## config.mk

```make
export PLATFORM = sky130hd
export DESIGN_NAME = reservation_report_handler
export DESIGN_NICKNAME = d
export VERILOG_FILES = /design/src/report_pkg.sv /design/src/record_if.sv /design/src/record_store.sv /design/src/gen_counter.sv /design/src/reservation_report_handler.sv
export SDC_FILE = /design/constraint.sdc
export NUM_CORES = 1
export LEC_CHECK = 0
export BUFFER_PORTS_ARGS = -buffer_cell sky130_fd_sc_hd__buf_2
export CORE_ASPECT_RATIO = 0.9
export CORE_UTILIZATION = 25
export DETAILED_ROUTE_END_ITERATION = 10
export PLACE_DENSITY_LB_ADDON = 0.05
export SYNTH_ARGS = -nofsm -noshare
export SYNTH_HDL_FRONTEND = slang
export SYNTH_SLANG_ARGS = --single-unit
```

## constraint.sdc

```tcl
create_clock -name clk -period 19.5 [get_ports clk]
set_clock_uncertainty 0.05 [all_clocks]
set_input_delay 3.9 -clock clk [delete_from_list [all_inputs] [get_ports clk]]
set_output_delay 3.9 -clock clk [all_outputs]
set_load 0.005 [all_outputs]
```

## src/report_pkg.sv

```systemverilog
/*
 * Shared constants for the reservation status report handler: structure
 * layout, record table sizing, status codes and action codes.
 * Assumes every user refers to items as report_pkg::name.
 */
package report_pkg;

   // ------------------------------------------------------------
   // Structure layout, in dwords
   // ------------------------------------------------------------
   localparam logic [31:0] HDR_BASE_DW = 32'h0000_0006;
   localparam logic [31:0] HDR_EXT_DW = 32'h0000_0010;
   localparam logic [3:0] REC_BASE_LAST = 4'h5;
   localparam logic [3:0] REC_EXT_LAST = 4'hF;
   localparam logic [31:0] REC_BASE_DW = 32'h0000_0006;
   localparam logic [31:0] REC_EXT_DW = 32'h0000_0010;
   localparam logic [31:0] DW_GEN = 32'h0000_0000;
   localparam logic [31:0] DW_KIND_COUNT = 32'h0000_0001;
   localparam logic [31:0] DW_PERSIST = 32'h0000_0002;

   // ------------------------------------------------------------
   // Command fields
   // ------------------------------------------------------------
   localparam int EXT_FLAG_BIT = 0;

   // ------------------------------------------------------------
   // Record table
   // ------------------------------------------------------------
   localparam int REC_AW = 4;
   localparam logic [15:0] MAX_RECS = 16'h0010;
   localparam int ENTRY_W = 18;
   localparam int HOLDER_BIT = 16;
   localparam int UNBOUND_BIT = 17;
   localparam logic [15:0] CONTROLLER_IDENTIFIER_UNBOUND = 16'hFFFF;

   // ------------------------------------------------------------
   // Status and action codes
   // ------------------------------------------------------------
   localparam logic [7:0] STATUS_SUCCESS = 8'h00;
   localparam logic [7:0] STATUS_HOSTID_FORMAT = 8'h01;
   localparam logic [2:0] RELEASE_CLEAR = 3'h1;
   localparam logic [2:0] ACQUIRE_PREEMPT = 3'h1;
   localparam logic [2:0] ACQUIRE_PREEMPT_ABORT = 3'h2;
   localparam logic [31:0] GEN_RESET = 32'h0000_0000;

endpackage

```

## src/record_if.sv

```systemverilog
/*
 * Carrier between the handler and its record table: one write port and
 * one read port with a registered read result.
 * Assumes the report_pkg package is compiled first.
 */
`timescale 1ns/1ps
interface record_if;
   logic wr_en;
   logic [report_pkg::REC_AW-1:0] wr_addr;
   logic [report_pkg::ENTRY_W-1:0] wr_data;
   logic [report_pkg::REC_AW-1:0] rd_addr;
   logic [report_pkg::ENTRY_W-1:0] rd_data;

   modport user (
      output wr_en,
      output wr_addr,
      output wr_data,
      output rd_addr,
      input rd_data
   );

   modport store (
      input wr_en,
      input wr_addr,
      input wr_data,
      input rd_addr,
      output rd_data
   );
endinterface

```

## src/record_store.sv

```systemverilog
/*
 * Table of registered controller entries, one per registrant-bound
 * controller. Read data come out of a register, one cycle after address.
 * Assumes a single clock shared with the handler.
 */
`timescale 1ns/1ps
module record_store (
   // Clock
   input wire logic clk,
   // Table access
   record_if.store port
);
   localparam int DEPTH = 1 << report_pkg::REC_AW;

   logic [report_pkg::ENTRY_W-1:0] mem [DEPTH];
   logic [report_pkg::ENTRY_W-1:0] rd_q;

   // Storage holds no control state, so it needs no reset
   always_ff @(posedge clk) begin
      if (port.wr_en) begin
         mem[port.wr_addr] <= port.wr_data;
      end
      rd_q <= mem[port.rd_addr];
   end

   assign port.rd_data = rd_q;
endmodule // record_store

```

## src/gen_counter.sv

```systemverilog
/*
 * Wrapping per-namespace generation counter, bumped by successful registrations,
 * clearing releases and preempting acquires seen on any controller of the namespace.
 * Assumes each done strobe is a one-cycle pulse with its action code.
 */
`timescale 1ns/1ps
module gen_counter (
   // Clock and reset
   input wire logic clk,
   input wire logic reset,
   // Completion events
   input wire logic register_done,
   input wire logic release_done,
   input wire logic [2:0] release_action_code,
   input wire logic acquire_done,
   input wire logic [2:0] acquire_action_code,
   // Count
   output logic [31:0] generation_counter
);
   logic [31:0] gen_q;
   logic [31:0] gen_d;
   logic inc_reg;
   logic inc_rel;
   logic inc_acq;

   always_comb begin
      inc_reg = register_done;
      inc_rel = release_done &&
         (release_action_code == report_pkg::RELEASE_CLEAR);
      inc_acq = acquire_done &&
         ((acquire_action_code == report_pkg::ACQUIRE_PREEMPT) ||
         (acquire_action_code == report_pkg::ACQUIRE_PREEMPT_ABORT));
      // Register, release and acquire may finish together; count each one
      gen_d = gen_q + {31'h0, inc_reg} + {31'h0, inc_rel} +
         {31'h0, inc_acq};
   end

   always_ff @(posedge clk or posedge reset) begin
      if (reset) begin
         gen_q <= report_pkg::GEN_RESET;
      end else begin
         gen_q <= gen_d;
      end
   end

   assign generation_counter = gen_q;
endmodule // gen_counter

```

## src/reservation_report_handler.sv

```systemverilog
/*
 * Reservation status report handler: takes one report command, checks
 * the structure format against the host identifier width, and streams the
 * base or extended status structure out as dwords, cut to the requested
 * length, then posts one completion.
 * Assumes buffer pointer decoding and queue posting live in other blocks;
 * the record table is filled by whatever tracks registrations.
 */
`timescale 1ns/1ps

// Functional notes
// Command writes namespace registrant and reservation status to host memory.
// Structure length grows with one record per registrant-bound controller; code caps it at MAX_RECS (16) records.
// Base structure for 64-bit host identifier, extended for 128-bit.
// 64-bit identifier with extended flag set aborts with format status.
// 128-bit identifier with extended flag clear aborts with format status.
// Parameters come in command dwords 10 and 11; rest reserved.
// Host supplies destination buffer location in the buffer pointer field.
// Dword 10 holds zero-based dword count; N requests N plus one.
// Short request transfers only the leading part of the structure.
// Long request transfers whole structure and nothing beyond it.
// Dword 11 bit 0 selects extended format; other bits reserved.
// Bytes 3..0 carry the wrapping 32-bit generation counter.
// Counter increments on each successful registration command.
// Counter increments on successful release with clear action.
// Counter increments on successful acquire with preempt or preempt-abort.
// Byte 4 reports reservation kind, zero when none is held.
// Bytes 6..5 report registered controller count, equal to record count; code clamps the reported count to 16.
// Base records are 24 bytes each starting at byte 24.
// Extended: bytes 63..24 reserved, 64-byte records start at byte 64.
// Record status bit 0 set when controller's host holds the reservation.
// Record bytes 1..0 carry controller identifier, all ones if unbound.
// Reserved bytes of the structure are written as zero.
// After transfer or abort, a completion with the status is posted.
module reservation_report_handler (
   // Clock and reset
   input wire logic clk,
   input wire logic reset,
   // Command
   input wire logic cmd_valid,
   output logic cmd_ready,
   input wire logic [31:0] cmd_dword10,
   input wire logic [31:0] cmd_dword11,
   input wire logic host_id_extended,
   // Namespace state
   input wire logic [7:0] reservation_kind,
   input wire logic persist_state,
   input wire logic [15:0] registrant_count,
   // Record table write port
   input wire logic rec_wr_en,
   input wire logic [3:0] rec_wr_index,
   input wire logic [15:0] rec_wr_controller_identifier,
   input wire logic rec_wr_holder,
   input wire logic rec_wr_unbound,
   // Generation events
   input wire logic register_done,
   input wire logic release_done,
   input wire logic [2:0] release_action_code,
   input wire logic acquire_done,
   input wire logic [2:0] acquire_action_code,
   // Data stream towards host memory
   output logic out_valid,
   input wire logic out_ready,
   output logic [31:0] out_data,
   output logic [31:0] out_dword_index,
   output logic out_last,
   // Completion
   output logic cpl_valid,
   input wire logic cpl_ready,
   output logic [7:0] cpl_status,
   output logic [31:0] cpl_dwords,
   // Status
   output logic [31:0] generation_counter,
   output logic busy
);

   // ------------------------------------------------------------
   // Sub-blocks
   // ------------------------------------------------------------
   record_if rec ();

   record_store u_store (
      .clk(clk),
      .port(rec.store)
   );

   gen_counter u_gen (
      .clk(clk),
      .reset(reset),
      .register_done(register_done),
      .release_done(release_done),
      .release_action_code(release_action_code),
      .acquire_done(acquire_done),
      .acquire_action_code(acquire_action_code),
      .generation_counter(generation_counter)
   );

   assign rec.wr_en = rec_wr_en;
   assign rec.wr_addr = rec_wr_index;
   assign rec.wr_data = {rec_wr_unbound, rec_wr_holder,
      rec_wr_controller_identifier};

   // ------------------------------------------------------------
   // State
   // ------------------------------------------------------------
   typedef enum logic [2:0] {
      ST_IDLE,
      ST_FETCH,
      ST_LOAD,
      ST_SEND,
      ST_DONE
   } state_e;

   state_e state_q, state_d;
   logic [31:0] idx_q, idx_d;
   logic [31:0] len_q, len_d;
   logic [3:0] word_q, word_d;
   logic [3:0] rec_q, rec_d;
   logic ext_q, ext_d;
   logic [31:0] gen_snap_q, gen_snap_d;
   logic [7:0] kind_q, kind_d;
   logic [15:0] count_q, count_d;
   logic persist_q, persist_d;
   logic [31:0] data_q, data_d;
   logic [7:0] status_q, status_d;

   // Combinational helpers
   logic ext_flag;
   logic [15:0] count_clamp;
   logic [32:0] requested;
   logic [32:0] total;
   logic [31:0] hdr_dw;
   logic [3:0] rec_last;
   logic [15:0] entry_id;
   logic [31:0] dword_val;

   assign rec.rd_addr = rec_q;

   // ------------------------------------------------------------
   // Next-state logic
   // ------------------------------------------------------------
   always_comb begin
      state_d = state_q;
      idx_d = idx_q;
      len_d = len_q;
      word_d = word_q;
      rec_d = rec_q;
      ext_d = ext_q;
      gen_snap_d = gen_snap_q;
      kind_d = kind_q;
      count_d = count_q;
      persist_d = persist_q;
      data_d = data_q;
      status_d = status_q;

      ext_flag = cmd_dword11[report_pkg::EXT_FLAG_BIT];
      // Table holds a fixed number of entries; count never exceeds it
      count_clamp = (registrant_count > report_pkg::MAX_RECS) ?
         report_pkg::MAX_RECS : registrant_count;
      // One bit wider so an all-ones count never wraps below the size
      requested = {1'b0, cmd_dword10} + 33'h0_0000_0001;
      if (ext_flag) begin
         total = {1'b0, report_pkg::HDR_EXT_DW} +
            33'(count_clamp) * {1'b0, report_pkg::REC_EXT_DW};
      end else begin
         total = {1'b0, report_pkg::HDR_BASE_DW} +
            33'(count_clamp) * {1'b0, report_pkg::REC_BASE_DW};
      end

      hdr_dw = ext_q ? report_pkg::HDR_EXT_DW : report_pkg::HDR_BASE_DW;
      rec_last = ext_q ? report_pkg::REC_EXT_LAST :
         report_pkg::REC_BASE_LAST;
      entry_id = rec.rd_data[report_pkg::UNBOUND_BIT] ?
         report_pkg::CONTROLLER_IDENTIFIER_UNBOUND : rec.rd_data[15:0];

      // Dword value at idx_q; anything not named is reserved zero
      dword_val = 32'h0000_0000;
      if (idx_q < hdr_dw) begin
         if (idx_q == report_pkg::DW_GEN) begin
            dword_val = gen_snap_q;
         end else if (idx_q == report_pkg::DW_KIND_COUNT) begin
            dword_val = {8'h00, count_q, kind_q};
         end else if (idx_q == report_pkg::DW_PERSIST) begin
            dword_val = {16'h0000, 7'h00, persist_q, 8'h00};
         end
      end else if (word_q == 4'h0) begin
         dword_val = {8'h00, 7'h00, rec.rd_data[report_pkg::HOLDER_BIT],
            entry_id};
      end

      unique case (state_q)
         ST_IDLE: begin
            if (cmd_valid) begin
               idx_d = 32'h0000_0000;
               word_d = 4'h0;
               rec_d = 4'h0;
               ext_d = ext_flag;
               // Header frozen at take so one report is self-consistent;
               // records are still read live from the table
               gen_snap_d = generation_counter;
               kind_d = reservation_kind;
               count_d = count_clamp;
               persist_d = persist_state;
               if (ext_flag != host_id_extended) begin
                  // Format mismatch: nothing is written to memory
                  status_d = report_pkg::STATUS_HOSTID_FORMAT;
                  len_d = 32'h0000_0000;
                  state_d = ST_DONE;
               end else begin
                  status_d = report_pkg::STATUS_SUCCESS;
                  len_d = (requested < total) ? requested[31:0] :
                     total[31:0];
                  state_d = ST_FETCH;
               end
            end
         end
         ST_FETCH: begin
            // Table read address settles here; data valid next cycle
            state_d = ST_LOAD;
         end
         ST_LOAD: begin
            data_d = dword_val;
            state_d = ST_SEND;
         end
         ST_SEND: begin
            if (out_ready) begin
               idx_d = idx_q + 32'h0000_0001;
               // Record position moves only once past the header
               if (idx_q >= hdr_dw) begin
                  if (word_q == rec_last) begin
                     word_d = 4'h0;
                     rec_d = rec_q + 4'h1;
                  end else begin
                     word_d = word_q + 4'h1;
                  end
               end
               if (idx_q + 32'h0000_0001 == len_q) begin
                  state_d = ST_DONE;
               end else begin
                  state_d = ST_FETCH;
               end
            end
         end
         ST_DONE: begin
            // Status and count stand until the queue side takes them
            if (cpl_ready) begin
               state_d = ST_IDLE;
            end
         end
      endcase
   end

   // ------------------------------------------------------------
   // Registers
   // ------------------------------------------------------------
   always_ff @(posedge clk or posedge reset) begin
      if (reset) begin
         state_q <= ST_IDLE;
         idx_q <= 32'h0000_0000;
         len_q <= 32'h0000_0000;
         word_q <= 4'h0;
         rec_q <= 4'h0;
         ext_q <= 1'b0;
         gen_snap_q <= 32'h0000_0000;
         kind_q <= 8'h00;
         count_q <= 16'h0000;
         persist_q <= 1'b0;
         data_q <= 32'h0000_0000;
         status_q <= 8'h00;
      end else begin
         state_q <= state_d;
         idx_q <= idx_d;
         len_q <= len_d;
         word_q <= word_d;
         rec_q <= rec_d;
         ext_q <= ext_d;
         gen_snap_q <= gen_snap_d;
         kind_q <= kind_d;
         count_q <= count_d;
         persist_q <= persist_d;
         data_q <= data_d;
         status_q <= status_d;
      end
   end

   // ------------------------------------------------------------
   // Outputs
   // ------------------------------------------------------------
   // Handshakes decode the state; data come straight from flip-flops
   assign cmd_ready = (state_q == ST_IDLE);
   assign out_valid = (state_q == ST_SEND);
   assign out_data = data_q;
   assign out_dword_index = idx_q;
   assign out_last = (state_q == ST_SEND) &&
      (idx_q + 32'h0000_0001 == len_q);
   assign cpl_valid = (state_q == ST_DONE);
   assign cpl_status = status_q;
   assign cpl_dwords = len_q;
   assign busy = (state_q != ST_IDLE);

endmodule // reservation_report_handler

```

==> results of run 1 <==
[power by group]
group / switching [uW] / internal [uW] / leakage [uW]
clock network: 458 / 644 / 0.000952
logic: 420 / 269 / 0.00458
registers: 104 / 1220 / 0.00543
total: 982 / 2140 / 0.0110
[metal layers]
metal,wire (um),share of wire [%],vias up
met3,3222,4.2,95
met4,1453,1.9,4
li1,-,-,7790
met5,25,0.033,-
met1,35240,46,8185
met2,36630,48,343
[cell usage in the layout, fill, tap and decap left out, drive strengths merged, types with 31 or more instances in the layout]
cell and instances:
nand2 302, edfxtp 288, buf 255, dfrtp 198, o21ai 113, nor2 103, clkbuf 80, xnor2 71
a21oi 68, mux2i 66, nand3 62, ha 48, nand4 44, xor2 39, mux4 36, inv 34
and2 33, a22oi 31
[cell usage after synthesis (all sizes together) (26+ instances only)]
cell type / count / area [um2]
a21oi: 68 / 340.3
a22oi: 31 / 232.7
and2: 33 / 206.5
buf: 40 / 201.4
clkbuf: 69 / 259.0
dfrtp: 198 / 4955
edfxtp: 288 / 8648
ha: 48 / 600.6
inv: 34 / 127.6
mux2i: 66 / 660.6
mux4: 36 / 810.8
nand2: 302 / 1134
nand3: 62 / 310.3
nand4: 44 / 281.5
nor2: 103 / 386.6
nor3: 26 / 135.1
nor4: 29 / 187.7
o21ai: 113 / 565.5
xnor2: 71 / 621.9
xor2: 39 / 341.6
[kinds of logic after synthesis]
kind of cell,after synthesis,share of synthesized area (%)
other,2,0.03204
buffers and inverters,143,2.509
muxes,115,6.903
adders and majority gates,51,2.819
and+or+nand+nor,696,14.25
xor gates and xnor gates,110,4.111
DFF,504,59.58
AOI/OAI and AO/OA,354,9.791
[cell type report]
cell class	instances	share of cell area [%]
sequential	504	49.81
tap	1242	5.541
inverter	34	0.4819
clock inverter	29	0.9370
timing repair buffer	255	4.783
multi-input combinational	1355	32.54
clock buffer	80	5.907
[worst max path at each step]
| stage | to | from |
|---|---|---|
| 6_report | cpl_dwords[7]$_DFFE_PP0P_ | registrant_count[14] |
| 5_1_grt | cpl_dwords[7]$_DFFE_PP0P_ | registrant_count[9] |
| 4_1_cts | cpl_dwords[7]$_DFFE_PP0P_ | registrant_count[14] |
| 3_5_place_dp | cpl_dwords[7]$_DFFE_PP0P_ | registrant_count[14] |
| 3_3_place_gp | cpl_dwords[7]$_DFFE_PP0P_ | registrant_count[14] |
| 2_1_floorplan | count_q[0]$_DFFE_PP0P_ | reset |
[stage by stage]
step           hold WS [ps]  std cells  worst slack [ps]  total power [uW]  utilization, %
2_1_floorplan         379.2       2002             10150              1757               -
5_1_grt               442.8       3499              9624              3293           30.21
4_1_cts               430.2       3499             10160              3181           30.21
6_report              425.0       3499             10210              3117           30.21
3_5_place_dp          406.6       3390              9505              2056           28.14
3_3_place_gp          405.4       3390              9546              2049           28.14
[flip-flops by register name (all words and copies together) (netlist names)]
name	flops
word_q	4
rec.rd_addr	4
out_dword_index	32
cpl_dwords	32
out_data	32
kind_q	8
persist_q	1
gen_snap_q	32
u_store.mem	288
count_q	16
cpl_status	1
u_store.port.rd_data	18
state_q	3
u_gen.generation_counter	32
ext_q	1
[critical path, cell delays in order]
cell and delay, ps:
buf_2 100, nor4_1 440, and3_1 460, nand2_1 230, inv_1 170, ha_1 240, inv_1 100, fa_1 410
xnor2_1 300, nand2b_1 140, nor4_1 420, xor2_1 110, o21ai_0 300, ha_1 310, a211oi_1 240, nor2_1 90
a2111oi_0 330, o21ai_0 260, a21oi_1 360, nand4_1 130, buf_4 280, and2_1 190, o31ai_1 210
==> metrics.txt, run 1 <==
HPWL after detailed placement=49,440 um; PD cells=111.1 nW/um2; Pre-antenna DRT Iters=5; number of max-cap violations=0; CP startpoint kind=primary input; fin crit period=9287 ps; fin area=28,040 um2; Peak VDD IR=85.08 uV; P&R area growth vs syn=19.66%; Cells on Worst Hold Path=2; R2R Setup Slk=15,230 ps; layout cells sized above 1=19.01%; I/O pin count=268; M2 GR Usage=26.73%; post-synth cell types=71; GR peak layer=met2; Worst R2R End=state_q[2]$_DFFE_PP0P_; syn_area_per_cell=11.87 um2; area of the multi-input gates=9125 um2; Num CTS Buffers=59; ANT cells=0; crit-path max FO=38; Die X-Extent=324.7 um; initial antenna violation count=5; Synth Warn #=0; clock sinks=504; routed wire length=76,570 um; Final Max Slew Viols=0; CTS root buf=clkbuf_16; Mapped Cells=1,975; RSZ-0062 raised after global routing=no; fin crit share=47.62%; largest net degree at the start of global routing=92; met3 GRT Util=2.526%; Cell Area, Placed=26,120 um2; Initial Util=25.24%; synthesis-stage register bit count=504; post-CTS sizing=0; number of hold buffers added after cts=0; met1 Use GR=21.75%; num rows=106; Peak Freq=107.7 MHz; sequential cell area fraction in the yosys report=59.58%; Filler cells=9,535; core area=92,840 um2; setup TNS=0 ps; WHS Endpoint=out_data[10]$_DFFE_PP0P_; global-route wire length before repair=113,800 um; FF-to-FF path depth=9; via count=16,420; worst hold start=u_store.port.rd_data[10]$_DFF_P_; ys async rst share=39.29%; number of global-route vias before repair=16,590; grt ovf=0; Post-DRT Antenna Nets=0; Die Area=94,980 um2; gr usage total=16.01%; Main synth FF type=edfxtp_1; Die Ht=292.5 um; status=complete, no violations; Final setup viols=0; FF+latch area=13,970 um2; hold violation count in the final report=0; Worst EP required=19,980 ps; # Post-CTS Setup Buffers=0; Mapped Area=23,440 um2; Reg clk slew, reported paths=60 ps; worst reg2reg path startpoint=out_dword_index[0]$_DFFE_PP0P_; Slew @ Worst Pin=1193 ps; reported leakage power=0.01096 uW; drt via density=4.692; Worst-Skew Late Latency=630 ps; Worst EP arrival=9770 ps; kind of end point of the critical path=flop; wire length per cell=21.88 um; nets=2,387; CTS Buffer Depth=3; Slew headroom=20.40%; drt drc=0; CP Class=primary input to flop; CTS tree=built; 1st-iter DRT viols=968; RePlAce Congestion=0.8318; EDFF count, synth=288; H-tree depth=2; HP Class=flop to flop; IO buf count=229
Power figures use the tool's default switching activity.
==> run 2, diff against run 1 <==
Clock period 19.5 ns to 8.8 ns, I/O delays scaled along.
==> run 2 against run 1 <==
Compared with the run above:
- cell count about the same
- wire length grew 0.32%
- global-route usage fell by 0.077 points
- clock power up 120%
- worst setup slack worse by 8300 ps
- non-clock buffer count unchanged
==> metrics.txt, run 2 (synthesis results as in run 1) <==
status=complete, no violations (unchanged); HPWL after detailed placement=49,550 um (was 49,440 um); global-route wire length before repair=112,900 um (was 113,800 um); num rows=106 (unchanged); final cell count without fillers=3,497 (was 3,499); Num CTS Buffers=57 (was 59); grt ovf=0 (unchanged); nets=2,385 (was 2,387); fin crit share=78.44%; CP Class=primary input to flop (unchanged); fin crit period=6902 ps; Slew headroom=25.65% (was 20.40%); number of global-route vias before repair=16,420 (was 16,590); ANT cells=0 (unchanged); Slowest cell on crit path=nor4_1 (was and3_1); RSZ-0062 raised after global routing=no (unchanged); Die Ht=292.5 um (unchanged); wire length per cell=21.97 um (was 21.88 um); Reg clk slew, reported paths=60 ps (about the same); CTS root buf=clkbuf_16 (unchanged); Peak VDD IR=127.4 uV (was 85.08 uV); gr usage total=15.93% (was 16.01%); reported leakage power=0.01094 uW (was 0.01096 uW); kind of end point of the critical path=flop (unchanged); P&R area growth vs syn=19.47% (was 19.66%); CP startpoint kind=primary input (unchanged); Die Area=94,980 um2 (unchanged); Final Max Slew Viols=0 (unchanged); drt drc=0 (unchanged); largest net degree at the start of global routing=88 (was 92); critical path's top delay family=simple AND/OR/NAND/NOR gates (unchanged); Die X-Extent=324.7 um (unchanged); hold violation count in the final report=0 (unchanged); Final setup viols=0 (unchanged); number of hold buffers added after cts=0 (unchanged); layout cells sized above 1=18.94% (was 19.01%); Initial Util=25.24% (unchanged); post-CTS sizing=0 (unchanged); largest stage delay on the critical path=470 ps (was 460 ps); PD cells=245.4 nW/um2 (was 111.1 nW/um2); 1st-iter DRT viols=1,056 (was 968); drt via density=4.702 (was 4.692); Largest register FFs=288 (unchanged); core area=92,840 um2 (unchanged); Worst-Skew Late Latency=630 ps (about the same); crit-path max FO=38 (unchanged); initial antenna violation count=6 (was 5); Worst EP arrival=7380 ps (was 9770 ps); # Post-CTS Setup Buffers=0 (unchanged); Peak Freq=144.9 MHz; IO buf count=229 (unchanged); setup TNS=0 ps (unchanged); commonest non-fill, non-tap cells in the layout=nand2_1, edfxtp_1, buf_2 (unchanged); Worst EP required=9280 ps (was 19,980 ps); WP buf/inv=4 (unchanged); I/O pin count=268 (unchanged); Post-DRT Antenna Nets=0 (unchanged); Pre-antenna DRT Iters=7 (was 5); CTS tree=built (unchanged); routed wire length=76,820 um (was 76,570 um); placed cells=3,390 (unchanged); Final Total Pwr=6871 uW (was 3117 uW); HP Class=flop to flop (unchanged); CTS Buffer Depth=3 (unchanged); Filler cells=9,561 (was 9,535); commonest non-fill, non-tap cell in the layout=nand2_1 (unchanged); worst-path cell chain=buf_2, nor4_1, and3_1, nand2_1, inv_1, ha_1, inv_1, fa_1, xnor2_1, nand2b_1, nor4_1, xor2_1, o21ai_0, ha_1, a211oi_1, nor2_1, a2111oi_0, o21ai_0, a21oi_1, nand4_1, buf_4, and2_1, o31ai_1 (unchanged); H-tree depth=2 (unchanged); RePlAce Congestion=0.8312 (was 0.8318); clock sinks=504 (unchanged); Slew @ Worst Pin=1114 ps (was 1193 ps); Biggest register=u_store.mem (unchanged); via count=16,440 (was 16,420); number of max-cap violations=0 (unchanged)
## run 2: changes by cell type in the layout (fill, tap and decap cells not counted)
cell and delta:
clkbuf_1 +2, clkbuf_16 -2, clkinv_1 -2, clkinv_2 -2, clkinvlp_4 +1, inv_6 +1
## run 2: per-layer routing
metal	routed length (um)	vias to the layer above	track usage, %
li1	-	7770	-
met3	3411	112	2.858
met1	35230	8200	21.38
met4	1621	6	3.958
met2	36530	355	26.46
met5	29	-	0
## run 2: worst min-delay path: stages, from the launching register on
cell	delay, ps
dfrtp_1	340
nand2_1	50
nand2_1	50
## run 2: worst paths after layout
kind | start | endpoint | slack [ps] | cells past startpoint
worst min-delay path | kind_q[5]$_DFFE_PP0P_ | kind_q[5]$_DFFE_PP0P_ | 430 | 2
min in group asynchronous | reset | u_gen.generation_counter[25]$_DFF_PP0_ | 1200 | 2
max in group asynchronous | reset | u_gen.generation_counter[27]$_DFF_PP0_ | 6160 | 3
worst min register to register | kind_q[5]$_DFFE_PP0P_ | kind_q[5]$_DFFE_PP0P_ | 430 | 2
worst max-delay path | registrant_count[14] | cpl_dwords[7]$_DFFE_PP0P_ | 1900 | 23
worst max register to register | out_dword_index[0]$_DFFE_PP0P_ | state_q[2]$_DFFE_PP0P_ | 4780 | 10
## run 2: final cells by class
cell class	instances	area, um2	area share [%]
clock buffers	80	1614	5.765
clock inverters	27	261.5	0.9340
inverters	34	135.1	0.4826
multi-input cells	1355	9125	32.59
flip-flops and latches	504	13970	49.89
well taps	1242	1554	5.550
repair buffers	255	1341	4.790
## run 2: power by group
group	switching, uW	internal, uW
Combinational	913	590
Sequential	244	2710
Clock	1020	1390
Total	2180	4690
## run 2: metrics by stage
stage / setup slack, ps / cell area, um2 / utilization, % / hold WS, ps
global placement: 1357 / 26120 / 28.14 / 405.3
CTS: 1963 / 28000 / 30.16 / 423.7
detailed placement: 1281 / 26120 / 28.14 / 404.7
floorplan: 1593 / 23540 / - / 379.2
global route: 1219 / 28000 / 30.16 / 439.9
finish: 1898 / 28000 / 30.16 / 425.8
==> run 3, diff against run 2 <==
Clock period 8.8 ns to 6.5 ns, I/O delays scaled along.
==> run 3 against run 2 <==
Compared with the run above:
- final area grew 0.15%
- clock-buffer cell count grew 3
- via count is essentially flat
- total power grew 34%
- first-iteration DRC count shrank 15%
- global-route usage grew 0.22 points
- worst setup slack lost 1300 ps
- sequential share of layout area shrank 0.071 points
- critical path depth grew 1
- sequential cell count is the same
- utilization is essentially flat
- largest cell class unchanged
- largest power group unchanged
==> metrics.txt, run 3 (synthesis results as in run 1) <==
status=complete, no violations (unchanged); PD cells=327.5 nW/um2 (was 245.4 nW/um2); RePlAce Congestion=0.8505 (was 0.8312); Final Total Pwr=9183 uW (was 6871 uW); Worst-Skew Late Latency=640 ps (was 630 ps); Slowest cell on crit path=nor4_1 (unchanged); I/O pin count=268 (unchanged); critical path's top delay family=compound AO/OA/AOI/OAI gates (was simple AND/OR/NAND/NOR gates); Die Ht=292.5 um (unchanged); via count=16,460 (was 16,440); gr usage total=16.15% (was 15.93%); CTS root buf=clkbuf_16 (unchanged); largest net degree at the start of global routing=118 (was 88); drt via density=4.692 (was 4.702); Peak Freq=169.7 MHz; M2 GR Usage=26.32% (was 26.46%); Slew headroom=23.87% (was 25.65%); HPWL after detailed placement=51,170 um (was 49,550 um); clock sinks=504 (unchanged); hold violation count in the final report=0 (unchanged); layout cells sized above 1=19.11% (was 18.94%); core area=92,840 um2 (unchanged); routed wire length=77,320 um (was 76,820 um); Final Max Slew Viols=0 (unchanged); Post-DRT Antenna Nets=0 (unchanged); ANT cells=0 (unchanged); Slew @ Worst Pin=1141 ps (was 1114 ps); Die X-Extent=324.7 um (unchanged); number of max-cap violations=0 (unchanged); reported leakage power=0.01096 uW (was 0.01094 uW); num rows=106 (unchanged); number of global-route vias before repair=16,940 (was 16,420); WP buf/inv=5 (was 4); Initial Util=25.24% (unchanged); commonest non-fill, non-tap cells in the layout=nand2_1, edfxtp_1, buf_2 (unchanged); kind of end point of the critical path=flop (unchanged); post-CTS sizing=0 (unchanged); Final setup viols=0 (unchanged); commonest non-fill, non-tap cell in the layout=nand2_1 (unchanged); setup TNS=0 ps (unchanged); CTS tree=built (unchanged); grt ovf=0 (unchanged); 1st-iter DRT viols=895 (was 1,056); IO buf count=229 (unchanged); Peak VDD IR=188.1 uV (was 127.4 uV); CP startpoint kind=primary input (unchanged); fin crit share=90.66%; HP Class=flop to flop (unchanged); Worst EP required=6970 ps (was 9280 ps); largest stage delay on the critical path=430 ps (was 470 ps); crit-path max FO=38 (unchanged); # Post-CTS Setup Buffers=0 (unchanged); wire length per cell=22.04 um (was 21.97 um); initial antenna violation count=5 (was 6); Die Area=94,980 um2 (unchanged); Largest register FFs=288 (unchanged); number of hold buffers added after cts=0 (unchanged); fin crit period=5893 ps; met3 GRT Util=2.790% (was 2.858%); Biggest register=u_store.mem (unchanged); CTS Buffer Depth=3 (unchanged); Num CTS Buffers=57 (unchanged); global-route wire length before repair=115,000 um (was 112,900 um); GR peak layer=met2 (unchanged); H-tree depth=2 (unchanged); Worst EP arrival=6360 ps (was 7380 ps); Reg clk slew, reported paths=60 ps (about the same); RSZ-0062 raised after global routing=no (unchanged); drt drc=0 (unchanged); worst-path cell chain=buf_2, nor4_1, buf_4, and3_1, nand2_1, inv_1, ha_1, inv_1, fa_1, xnor2_1, nand2b_1, nor4_1, xor2_1, o21ai_0, ha_1, a211oi_1, nor2_1, a2111oi_0, o21ai_0, a21oi_1, nand4_1, buf_12, and2_1, o31ai_1 (was buf_2, nor4_1, and3_1, nand2_1, inv_1, ha_1, inv_1, fa_1, xnor2_1, nand2b_1, nor4_1, xor2_1, o21ai_0, ha_1, a211oi_1, nor2_1, a2111oi_0, o21ai_0, a21oi_1, nand4_1, buf_4, and2_1, o31ai_1); Pre-antenna DRT Iters=5 (was 7); nets=2,401 (was 2,385); P&R area growth vs syn=19.65% (was 19.47%); Filler cells=9,572 (was 9,561); CP Class=primary input to flop (unchanged); met1 Use GR=22.00% (was 21.38%)
## run 3: final timing paths
kind	start	cells past startpoint	slack, ps	end
worst min-delay path	u_store.port.rd_data[16]$_DFF_P_	2	420	out_data[16]$_DFFE_PP0P_
min in group asynchronous	reset	3	790	out_data[26]$_DFFE_PP0P_
worst max-delay path	registrant_count[11]	24	610	cpl_dwords[7]$_DFFE_PP0P_
worst max register to register	out_dword_index[1]$_DFFE_PP0P_	10	2570	state_q[2]$_DFFE_PP0P_
worst min register to register	u_store.port.rd_data[16]$_DFF_P_	2	420	out_data[16]$_DFFE_PP0P_
max in group asynchronous	reset	4	4410	rec.rd_addr[0]$_DFFE_PP0P_
## run 3: per-layer routing
metal	vias to the layer above	share of wire, %
li1	7816	-
met1	8190	47
met2	348	47
met3	100	4.2
met4	4	2.4
met5	-	0.030
## run 3: report_power, final
| part | internal [uW] | switching [uW] | leakage (uW) |
|---|---|---|---|
| combinational | 800 | 1240 | 0.00467 |
| clock | 1800 | 1340 | 0.000861 |
| sequential | 3670 | 335 | 0.00543 |
| total | 6270 | 2920 | 0.0110 |
## run 3: area by class of cell
| cell class | count | area [um2] | area share [%] |
|---|---|---|---|
| flip-flops and latches | 504 | 13970 | 49.82 |
| multi-input cells | 1355 | 9110 | 32.49 |
| clock buffers | 83 | 1584 | 5.649 |
| well taps | 1242 | 1554 | 5.542 |
| repair buffers | 271 | 1486 | 5.301 |
| clock inverters | 19 | 206.4 | 0.7362 |
| inverters | 34 | 131.4 | 0.4685 |
## run 3: metrics by stage
step                util (%)  area [um2]  worst slack [ps]  cells  hold slack, ps
floorplan                  -       23540             605.0   2002           379.2
global placement       28.28       26250             150.6   3406           403.6
detailed placement     28.28       26250             82.98   3406           412.5
CTS                    30.20       28040             698.8   3508           430.0
global route           30.20       28040             285.9   3508           437.0
finish                 30.20       28040             607.4   3508           424.9
## run 3: worst register-to-register path, stage by stage (launching register included)
cell and delay, ps:
dfrtp_1 560, ha_1 410, nand4_1 530, nor4_1 450, buf_4 230, a31oi_1 90
nor4b_1 390, nand4_1 220, nor4_1 500, nand4b_1 240, a21oi_1 170
